## src/rtl/ltrpi_pkg.sv

```systemverilog
// Package: constants and types for the logic tile routing port interface
package ltrpi_pkg;
    // Routing and datapath sizes
    localparam int ROUTE_W = 96;
    localparam int IDX_W = 7;
    localparam int NCTRL = 8;
    localparam int DP_IN = 6;
    localparam int DP_OUT = 6;
    localparam int DP_COND = 8;
    localparam int DP_SOUT = 2;
    localparam int DP_SRC = 10;
    localparam int DP_SEL_W = 4;
    localparam int NSUB = 4;
    localparam int NREQ = 4;
    localparam int PORT_W = 8;
    localparam int NOE = 4;
    localparam int NDRV = 4;

    // Subcomponent slots for clock control
    localparam int SUB_PLD0 = 0;
    localparam int SUB_PLD1 = 1;
    localparam int SUB_DP = 2;
    localparam int SUB_SC = 3;

    // Port routes taken from the tile routing
    localparam int PORT_OUT_LSB = 0;
    localparam int PORT_DRV_LSB = 8;
    localparam int PORT_OE_LSB = 12;

    // APB byte addresses
    localparam logic [7:0] ADDR_CTRL = 8'h00;
    localparam logic [7:0] ADDR_STATUS = 8'h04;
    localparam logic [7:0] ADDR_STMODE = 8'h08;
    localparam logic [7:0] ADDR_CFG0 = 8'h0c;
    localparam logic [7:0] ADDR_LAST = 8'h3c;

    // Configuration word indices (word n at ADDR_CFG0 + 4n)
    localparam int CFG_N = 13;
    localparam int CFG_STSEL = 0;
    localparam int CFG_CTSEL = 2;
    localparam int CFG_DPISEL = 4;
    localparam int CFG_DPOSEL = 6;
    localparam int CFG_CLK = 7;
    localparam int CFG_REQ = 8;
    localparam int CFG_PORT = 9;
    localparam int CFG_SEG = 10;

    // Field positions inside configuration words
    localparam int SEL_STRIDE = 8;
    localparam int CLK_IDX_LSB = 0;
    localparam int CLK_MODE_LSB = 3;
    localparam int PORT_PIPE_LSB = 0;
    localparam int PORT_SYNC_LSB = 8;
    localparam int PORT_OEM_LSB = 16;

    // Reset values
    localparam logic [7:0] CTRL_RST = 8'h00;
    localparam logic [31:0] CFG_RST = 32'h0000_0000;

    // Clock control modes per subcomponent
    typedef enum logic [1:0] {
        CLK_OFF = 2'b00,
        CLK_ON = 2'b01,
        CLK_GATE = 2'b10,
        CLK_GATE_N = 2'b11
    } ltrpi_clk_mode_t;

    // Output enable grouping of a port
    typedef enum logic [1:0] {
        OE_ALL = 2'b00,
        OE_HALF = 2'b01,
        OE_PAIR = 2'b10,
        OE_SINGLE = 2'b11
    } ltrpi_oe_mode_t;
endpackage

```

## src/rtl/ltrpi_port.sv

```systemverilog
// One 8-bit I/O port: output pipeline, input synchroniser, grouped enables
`timescale 1ns/1ps
`default_nettype none
module ltrpi_port
    import ltrpi_pkg::*;
(
    // Clock and reset
    input wire logic i_clk,
    input wire logic i_rst,
    // Routes from the tile routing
    input wire logic [PORT_W-1:0] i_dout,
    input wire logic [NDRV-1:0] i_drv,
    input wire logic [NOE-1:0] i_oe_route,
    // Configuration
    input wire logic [PORT_W-1:0] i_pipe,
    input wire logic [PORT_W-1:0] i_sync,
    input wire logic [1:0] i_oe_mode,
    // Pins
    input wire logic [PORT_W-1:0] i_pin_i,
    output logic [PORT_W-1:0] o_pin_o,
    output logic [PORT_W-1:0] o_pin_oe,
    output logic [NDRV-1:0] o_pin_drv,
    // Pin data back into the routing
    output logic [PORT_W-1:0] o_din
);
    logic [PORT_W-1:0] pipe_q;
    logic [PORT_W-1:0] sync1;
    logic [PORT_W-1:0] sync2;
    ltrpi_oe_mode_t oe_mode;

    assign oe_mode = ltrpi_oe_mode_t'(i_oe_mode);

    // Pipeline stage and two-stage synchroniser on the system clock
    always_ff @(posedge i_clk or posedge i_rst)
    begin
        if (i_rst)
        begin
            pipe_q <= '0;
            sync1 <= '0;
            sync2 <= '0;
            o_pin_drv <= '0;
        end
        else
        begin
            pipe_q <= i_dout;
            sync1 <= i_pin_i;
            sync2 <= sync1;
            o_pin_drv <= i_drv;
        end
    end

    // Per-pin selection; raw input is kept for combinational feed-through
    genvar p;
    generate
        for (p = 0; p < PORT_W; p++)
        begin : g_pin
            logic oe;
            always_comb
            begin
                unique case (oe_mode)
                    OE_ALL: oe = i_oe_route[0];
                    OE_HALF: oe = i_oe_route[p / 4];
                    OE_PAIR: oe = i_oe_route[p / 2];
                    // Modulo keeps the unused arm's index inside the vector
                    OE_SINGLE: oe = (p < NOE) ? i_oe_route[p % NOE] : 1'b0;
                endcase
            end
            assign o_pin_o[p] = i_pipe[p] ? pipe_q[p] : i_dout[p];
            assign o_pin_oe[p] = oe;
            assign o_din[p] = i_sync[p] ? sync2[p] : i_pin_i[p];
        end
    endgenerate
endmodule
`default_nettype wire

```

## src/rtl/ltrpi_tap.sv

```systemverilog
// Registered one-of-N tap from a routing vector
`timescale 1ns/1ps
`default_nettype none
module ltrpi_tap
    import ltrpi_pkg::*;
#(
    parameter int N = 96,
    parameter int W = 7
)(
    // Clock and reset
    input wire logic i_clk,
    input wire logic i_rst,
    // Source vector and wire index
    input wire logic [N-1:0] i_src,
    input wire logic [W-1:0] i_sel,
    // Selected wire, registered
    output logic o_bit
);
    logic next_bit;

    // An index beyond the vector reads as a quiet zero
    always_comb
    begin
        next_bit = 1'b0;
        if (int'(i_sel) < N)
            next_bit = i_src[i_sel];
    end

    always_ff @(posedge i_clk or posedge i_rst)
    begin
        if (i_rst)
            o_bit <= 1'b0;
        else
            o_bit <= next_bit;
    end
endmodule
`default_nettype wire

```

## src/rtl/ltrpi_top.sv

```systemverilog
// Top: APB status/control unit and routing-side connections of a logic tile
`timescale 1ns/1ps
`default_nettype none
module ltrpi_top
    import ltrpi_pkg::*;
(
    // Clock and reset
    input wire logic i_clk,
    input wire logic i_rst,
    // APB slave
    input wire logic i_psel,
    input wire logic i_penable,
    input wire logic i_pwrite,
    input wire logic [7:0] i_paddr,
    input wire logic [31:0] i_pwdata,
    output logic [31:0] o_prdata,
    output logic o_pready,
    output logic o_pslverr,
    // Routing channel
    input wire logic [ROUTE_W-1:0] i_route,
    output logic [ROUTE_W-1:0] o_ctrl_route,
    output logic [ROUTE_W-1:0] o_seg_break,
    // Datapath connections
    output logic [DP_IN-1:0] o_dp_in,
    input wire logic [DP_COND-1:0] i_dp_cond,
    input wire logic [DP_SOUT-1:0] i_dp_sout,
    output logic [DP_OUT-1:0] o_dp_out,
    // Subcomponent clock enables
    output logic [NSUB-1:0] o_clk_en,
    // Interrupt and DMA requests
    output logic [1:0] o_irq_req,
    output logic [1:0] o_dma_req,
    // I/O port pins and pin data to routing
    input wire logic [PORT_W-1:0] i_pin_i,
    output logic [PORT_W-1:0] o_pin_o,
    output logic [PORT_W-1:0] o_pin_oe,
    output logic [NDRV-1:0] o_pin_drv,
    output logic [PORT_W-1:0] o_pin_din
);

    logic [7:0] ctrl;
    logic [7:0] stmode;
    logic [7:0] stat;
    logic [31:0] cfg [CFG_N];
    logic [7:0] next_ctrl;
    logic [7:0] next_stmode;
    logic [7:0] next_stat;
    logic [31:0] next_cfg [CFG_N];
    logic [31:0] next_prdata;
    logic next_pslverr;
    logic [ROUTE_W-1:0] next_ctrl_route;
    logic [NSUB-1:0] next_clk_en;
    logic [NCTRL-1:0] st_tap;
    logic [NREQ-1:0] req_tap;
    logic [7:0] rd_clr;
    logic setup;
    logic access;
    logic bad_addr;
    logic [3:0] cfg_idx;
    logic [IDX_W-1:0] stsel [NCTRL];
    logic [IDX_W-1:0] ctsel [NCTRL];
    logic [2:0] clk_idx [NSUB];
    ltrpi_clk_mode_t clk_mode [NSUB];

    // APB phase decode; every access completes with no wait state
    assign setup = i_psel && !i_penable;
    assign access = i_psel && i_penable;
    assign bad_addr = (i_paddr[1:0] != 2'b00) || (i_paddr > ADDR_LAST);
    assign cfg_idx = 4'((i_paddr - ADDR_CFG0) >> 2);

    // Field decode of the configuration words
    genvar g;
    generate
        for (g = 0; g < NCTRL; g++)
        begin : g_sel
            assign stsel[g] = cfg[CFG_STSEL + g / 4][SEL_STRIDE * (g % 4) +:
                IDX_W];
            assign ctsel[g] = cfg[CFG_CTSEL + g / 4][SEL_STRIDE * (g % 4) +:
                IDX_W];
            // Status bit taps its own routing wire
            ltrpi_tap #(.N(ROUTE_W), .W(IDX_W)) u_st_tap (
                .i_clk(i_clk),
                .i_rst(i_rst),
                .i_src(i_route),
                .i_sel(stsel[g]),
                .o_bit(st_tap[g])
            );
        end
        for (g = 0; g < NSUB; g++)
        begin : g_clk
            assign clk_idx[g] = cfg[CFG_CLK][SEL_STRIDE * g + CLK_IDX_LSB +:
                3];
            assign clk_mode[g] = ltrpi_clk_mode_t'(
                cfg[CFG_CLK][SEL_STRIDE * g + CLK_MODE_LSB +: 2]);
        end
        // Six datapath inputs: [3:0] take their wire index from word CFG_DPISEL,
        // [5:4] from the word after it
        for (g = 0; g < DP_IN; g++)
        begin : g_dpi
            ltrpi_tap #(.N(ROUTE_W), .W(IDX_W)) u_dpi (
                .i_clk(i_clk),
                .i_rst(i_rst),
                .i_src(i_route),
                .i_sel(cfg[CFG_DPISEL + g / 4][SEL_STRIDE * (g % 4) +:
                    IDX_W]),
                .o_bit(o_dp_in[g])
            );
        end
        // Six datapath outputs from conditions or serial data out
        for (g = 0; g < DP_OUT; g++)
        begin : g_dpo
            ltrpi_tap #(.N(DP_SRC), .W(DP_SEL_W)) u_dpo (
                .i_clk(i_clk),
                .i_rst(i_rst),
                .i_src({i_dp_sout, i_dp_cond}),
                .i_sel(cfg[CFG_DPOSEL][DP_SEL_W * g +: DP_SEL_W]),
                .o_bit(o_dp_out[g])
            );
        end
        // Request taps may share one source wire freely
        for (g = 0; g < NREQ; g++)
        begin : g_req
            ltrpi_tap #(.N(ROUTE_W), .W(IDX_W)) u_req (
                .i_clk(i_clk),
                .i_rst(i_rst),
                .i_src(i_route),
                .i_sel(cfg[CFG_REQ][SEL_STRIDE * g +: IDX_W]),
                .o_bit(req_tap[g])
            );
        end
    endgenerate

    assign o_irq_req = req_tap[1:0];
    assign o_dma_req = req_tap[3:2];

    // Only the bits that a status read actually returned get cleared, so an
    // event between setup and access is not lost
    assign rd_clr = (access && !i_pwrite && i_paddr == ADDR_STATUS) ?
        o_prdata[7:0] : 8'h00;

    // Register writes in the access cycle; read data captured in the setup cycle
    always_comb
    begin
        next_ctrl = ctrl;
        next_stmode = stmode;
        next_cfg = cfg;
        next_prdata = 32'h0000_0000;
        next_pslverr = 1'b0;
        if (access && i_pwrite && !bad_addr)
        begin
            if (i_paddr == ADDR_CTRL)
                next_ctrl = i_pwdata[7:0];
            else if (i_paddr == ADDR_STMODE)
                next_stmode = i_pwdata[7:0];
            else if (i_paddr >= ADDR_CFG0)
                next_cfg[cfg_idx] = i_pwdata;
        end
        if (setup)
        begin
            next_pslverr = bad_addr;
            if (!bad_addr && !i_pwrite)
            begin
                if (i_paddr == ADDR_CTRL)
                    next_prdata = {24'h00_0000, ctrl};
                else if (i_paddr == ADDR_STATUS)
                    next_prdata = {24'h00_0000, stat};
                else if (i_paddr == ADDR_STMODE)
                    next_prdata = {24'h00_0000, stmode};
                else
                    next_prdata = cfg[cfg_idx];
            end
        end
    end

    // Status capture; a new event beats a clearing read
    always_comb
    begin
        next_stat = stat & ~rd_clr;
        if (o_clk_en[SUB_SC])
        begin
            for (int k = 0; k < NCTRL; k++)
            begin
                if (stmode[k])
                    next_stat[k] = next_stat[k] | st_tap[k];
                else
                    next_stat[k] = st_tap[k];
            end
        end
    end

    // Control bits placed onto their chosen routing wires
    always_comb
    begin
        next_ctrl_route = '0;
        for (int k = 0; k < NCTRL; k++)
        begin
            if (ctrl[k] && int'(ctsel[k]) < ROUTE_W)
                next_ctrl_route[ctsel[k]] = 1'b1;
        end
    end

    // Independent clock control per subcomponent
    always_comb
    begin
        for (int s = 0; s < NSUB; s++)
        begin
            unique case (clk_mode[s])
                CLK_OFF: next_clk_en[s] = 1'b0;
                CLK_ON: next_clk_en[s] = 1'b1;
                CLK_GATE: next_clk_en[s] = ctrl[clk_idx[s]];
                CLK_GATE_N: next_clk_en[s] = !ctrl[clk_idx[s]];
            endcase
        end
    end

    always_ff @(posedge i_clk or posedge i_rst)
    begin
        if (i_rst)
        begin
            ctrl <= CTRL_RST;
            stmode <= CTRL_RST;
            stat <= CTRL_RST;
            for (int i = 0; i < CFG_N; i++)
                cfg[i] <= CFG_RST;
            o_prdata <= 32'h0000_0000;
            o_pslverr <= 1'b0;
            o_pready <= 1'b1;
            o_ctrl_route <= '0;
            o_seg_break <= '0;
            o_clk_en <= '0;
        end
        else
        begin
            ctrl <= next_ctrl;
            stmode <= next_stmode;
            stat <= next_stat;
            cfg <= next_cfg;
            o_prdata <= next_prdata;
            o_pslverr <= next_pslverr;
            o_pready <= 1'b1;
            o_ctrl_route <= next_ctrl_route;
            // 96-wire channel, one break bit per wire
            o_seg_break <= {cfg[CFG_SEG + 2], cfg[CFG_SEG + 1],
                cfg[CFG_SEG]};
            o_clk_en <= next_clk_en;
        end
    end

    // The single I/O port fed from routing
    ltrpi_port u_port (
        .i_clk(i_clk),
        .i_rst(i_rst),
        .i_dout(i_route[PORT_OUT_LSB +: PORT_W]),
        .i_drv(i_route[PORT_DRV_LSB +: NDRV]),
        .i_oe_route(i_route[PORT_OE_LSB +: NOE]),
        .i_pipe(cfg[CFG_PORT][PORT_PIPE_LSB +: PORT_W]),
        .i_sync(cfg[CFG_PORT][PORT_SYNC_LSB +: PORT_W]),
        .i_oe_mode(cfg[CFG_PORT][PORT_OEM_LSB +: 2]),
        .i_pin_i(i_pin_i),
        .o_pin_o(o_pin_o),
        .o_pin_oe(o_pin_oe),
        .o_pin_drv(o_pin_drv),
        .o_din(o_pin_din)
    );
endmodule
`default_nettype wire

```

## config.mk

```make
export PLATFORM = sky130hd
export DESIGN_NAME = ltrpi_top
export DESIGN_NICKNAME = d
export VERILOG_FILES = /design/src/rtl/ltrpi_pkg.sv /design/src/rtl/ltrpi_port.sv /design/src/rtl/ltrpi_tap.sv /design/src/rtl/ltrpi_top.sv
export SDC_FILE = /design/constraint.sdc
export NUM_CORES = 2
export LEC_CHECK = 0
export BUFFER_PORTS_ARGS = -buffer_cell sky130_fd_sc_hd__buf_4
export CORE_MARGIN = 3
export CORE_UTILIZATION = 55
export DETAILED_ROUTE_END_ITERATION = 8
export PLACE_DENSITY = 0.74
export SYNTH_ARGS = -nofsm -noshare
export SYNTH_HDL_FRONTEND = slang
export SYNTH_HIERARCHICAL = 1
export SYNTH_SLANG_ARGS = --single-unit
```

## constraint.sdc

```tcl
create_clock -name i_clk -period 27.1 [get_ports i_clk]
set_clock_uncertainty 0.05 [all_clocks]
set_input_delay 2.71 -clock i_clk [delete_from_list [all_inputs] [get_ports i_clk]]
set_output_delay 2.71 -clock i_clk [all_outputs]
set_load 0.05 [all_outputs]
```

==> metrics.yaml <==
ir_drop_mv: 0.05462
ys_types: 76
antenna_found_initial: 15
synthTopCellsByArea: "dfrtp_1, mux4_2, mux2_2"
post-cts-setup-buffer-count: 0
via_per_inst: 8.303
syn_area_per_cell_um2: 12.65
cts-htree-levels: 3
coreArea_mm2: 0.09015
min_period_over_period: 0.2375
syn_to_final_growth_pct: 13.06
clockBufferDepth: 3
synth_top_area_cell: "dfrtp_1"
crit_fanout: 21
crit_end: "o_pin_oe[3]"
grt_pass1_vias: 43700
layout_commonest_cell: "dfrtp_1"
dieArea_mm2: 0.09466
place.gp.congestion: 1.139
grt_use_total: 0.5017
cp-start-kind: "input port"
root_buffer: "clkbuf_16"
io_pins: 433
slew_viol_final: 7
layout_min_cycle_time_ns: 6.436
clock_latency_ns: 0.69
fin_cells: 5452
finalSetupViolations: 0
max_cap_violations: 1
seqCellArea_mm2: 0.01804
cts.repair.resized: 0
muxShareOfSynthArea: 0.4065
synthCells: 3957
netlist_area_mm2: 0.05005
syn-num-nets: 4123
relSlewSlack: -0.01722
r2r_cells: 5
initial_utilization: 0.5552
power_leakage_nw: 23.10
wl_per_cell_um: 44.12
synth_compound_area_frac: 0.09612
synth_xor_area_frac: 0.0006999
seq_area_frac_synth: 0.3605
hpwl_um: 167800
synth_fa_ha_area_frac: 0.001750
grt_pass1_wl_um: 334700
synth_edf_count: 0
drt_first_iter_violations: 7690
grt_overflow_total: 0
dr.pass1.iters: 9
wirelength_um: 240500
clkTransAtPathRegs_ns: 0.05
ys_async_sr_fraction: 1.000
synth.ff_latch_count: 721
synth_flop_cell: "dfrtp_1"
layout_setup_ws_ns: 20.66
min-delay-start: "u_port/sync1[3]"
fin_tns_setup_ns: 0
violations: "DRC, capacitance limit, slew limit"
critPathArrivalTime_ns: 3.68
final_area_mm2: 0.05659
crit_required_ns: 24.34
reg2reg_setup_slack_ns: 22.44
drc: 14
synth_top_area_share: 0.3605
nFillCells: 6683
num-nets-final: 4372
cp-startpoint: "i_route[13]"
yosys.area_share.simple: 0.09577
timing.rr.start: "cfg[308]"
placed_cells: 5303
placed_cell_area_mm2: 0.05400
pwr_density_cell_mw_per_mm2: 45.22
drtAntennaViolNets: 0
synth_top_family_by_area: "multiplexers"
cts_tree: "yes"
rsz0062_at_grt: "false"
min_path_type: "flip-flop to flip-flop"
layout-drive-gt1-share: 0.3640
timing.fmax_mhz: 155.4
end_kind: "output port"
rows: 110
cts_buffers: 77
status: "finished with violations"
pre_cts_ws_ns: 20.26
port_buffers: 431
finalHoldViolCount: 0
path_class: "input port to output port"
via_count: 45270
yosys_warnings: 6
die_w_um: 307.7
multi_input_area_mm2: 0.03026
die_y_um: 307.7
cts_hold_buf: 0
rr_endpoint: "o_ctrl_route[51]"
grt_max_degree: 173
tightest_slew_ns: 1.523
clock-sinks: 721
final_cell_mix: "dfrtp_1, buf_4, mux2_2"
-- cells by family (layout without fill, tap and decap cells) --
family	count (synthesis)	in the layout
multiplexers	1194	1194
AND/OR/NAND/NOR	947	947
flip-flops	721	721
AO/OA/AOI/OAI	661	661
buffers and inverters	422	732
adder cells (fa/ha/maj)	7	7
XOR/XNOR	4	4
other	1	10
-- routing by layer --
metal,up-vias,global-route usage,part of all wire
met1,22570,0.6030,0.33
met2,4650,0.7226,0.42
met3,1450,0.2172,0.15
li1,16590,-,-
met5,-,0.01820,0.0012
met4,10,0.3591,0.097
-- Yosys cell counts (7+ instances only) --
master / count
a21oi_1: 56
nand3_1: 140
a221o_1: 18
nand2b_1: 62
mux2_1: 10
mux2i_1: 157
mux4_1: 180
mux4_2: 380
nor4_1: 36
o32ai_1: 22
a2111oi_0: 13
a22oi_1: 17
inv_1: 64
or2_2: 9
nor2_1: 192
and3_1: 10
nand4b_1: 19
o22ai_1: 204
o2111ai_1: 48
mux2_4: 31
ha_1: 7
and2_1: 17
a2bb2oi_1: 24
o221ai_1: 8
mux2_2: 436
nand3b_1: 23
nand2_1: 247
o21bai_1: 18
buf_1: 29
a32o_1: 14
clkbuf_1: 179
o211ai_1: 43
a221oi_1: 60
nand4_1: 39
a31oi_1: 30
buf_2: 119
nor3_1: 38
a211oi_1: 43
nor2b_1: 72
buf_6: 22
o21ai_0: 19
buf_4: 9
dfrtp_1: 721
-- final cells by class --
class,instances,share of cell area
Multi-Input combinational cell,2814,0.5346
Sequential cell,721,0.3188
Timing Repair Buffer,528,0.07033
Clock buffer,107,0.03834
Tap cell,1176,0.02600
Clock inverter,33,0.007075
Inverter,64,0.004378
Antenna cell,9,0.0003980
-- sequential cells by signal (all words and copies together) (netlist names) --
name,flops
o_pslverr,1
cfg,416
o_clk_en,4
g_sel.u_st_tap/o_bit,8
ctrl,8
u_port/o_pin_drv,4
u_port/sync1,8
u_port/sync2,8
stat,8
o_prdata,32
g_dpi.u_dpi/o_bit,6
g_req.u_req/o_bit,4
stmode,8
o_ctrl_route,96
o_seg_break,96
g_dpo.u_dpo/o_bit,6
u_port/pipe_q,8
-- stage by stage --
step	hold WS (ns)	util	total power, mW
floorplan	0.2812	-	1.323
global placement	0.2832	0.5990	1.464
detailed placement	0.2933	0.5990	1.471
CTS	0.3017	0.6275	2.544
global route	0.3056	0.6275	2.610
finish	0.2996	0.6277	2.559
-- how the worst min path moves through the flow --
stage	end	slack (ns)	depth (start not counted)
finish	u_port/sync2[3]	0.30	0
global route	u_port/sync2[0]	0.31	0
CTS	u_port/sync2[2]	0.30	0
detailed placement	u_port/sync2[7]	0.29	0
global placement	u_port/sync2[1]	0.28	0
floorplan	u_port/sync2[0]	0.28	0
-- power by group --
part / total, mW / internal (mW) / switching [mW]
registers: 1.12 / 1.09 / 0.0276
clock network: 1.09 / 0.608 / 0.479
logic: 0.350 / 0.131 / 0.219
total: 2.56 / 1.83 / 0.726
-- worst max-delay path, stage by stage --
cell	delay (ns)
buf_4	0.29
nand2b_1	0.14
a31oi_1	0.26
buf_4	0.25
Power figures use the tool's default switching activity.
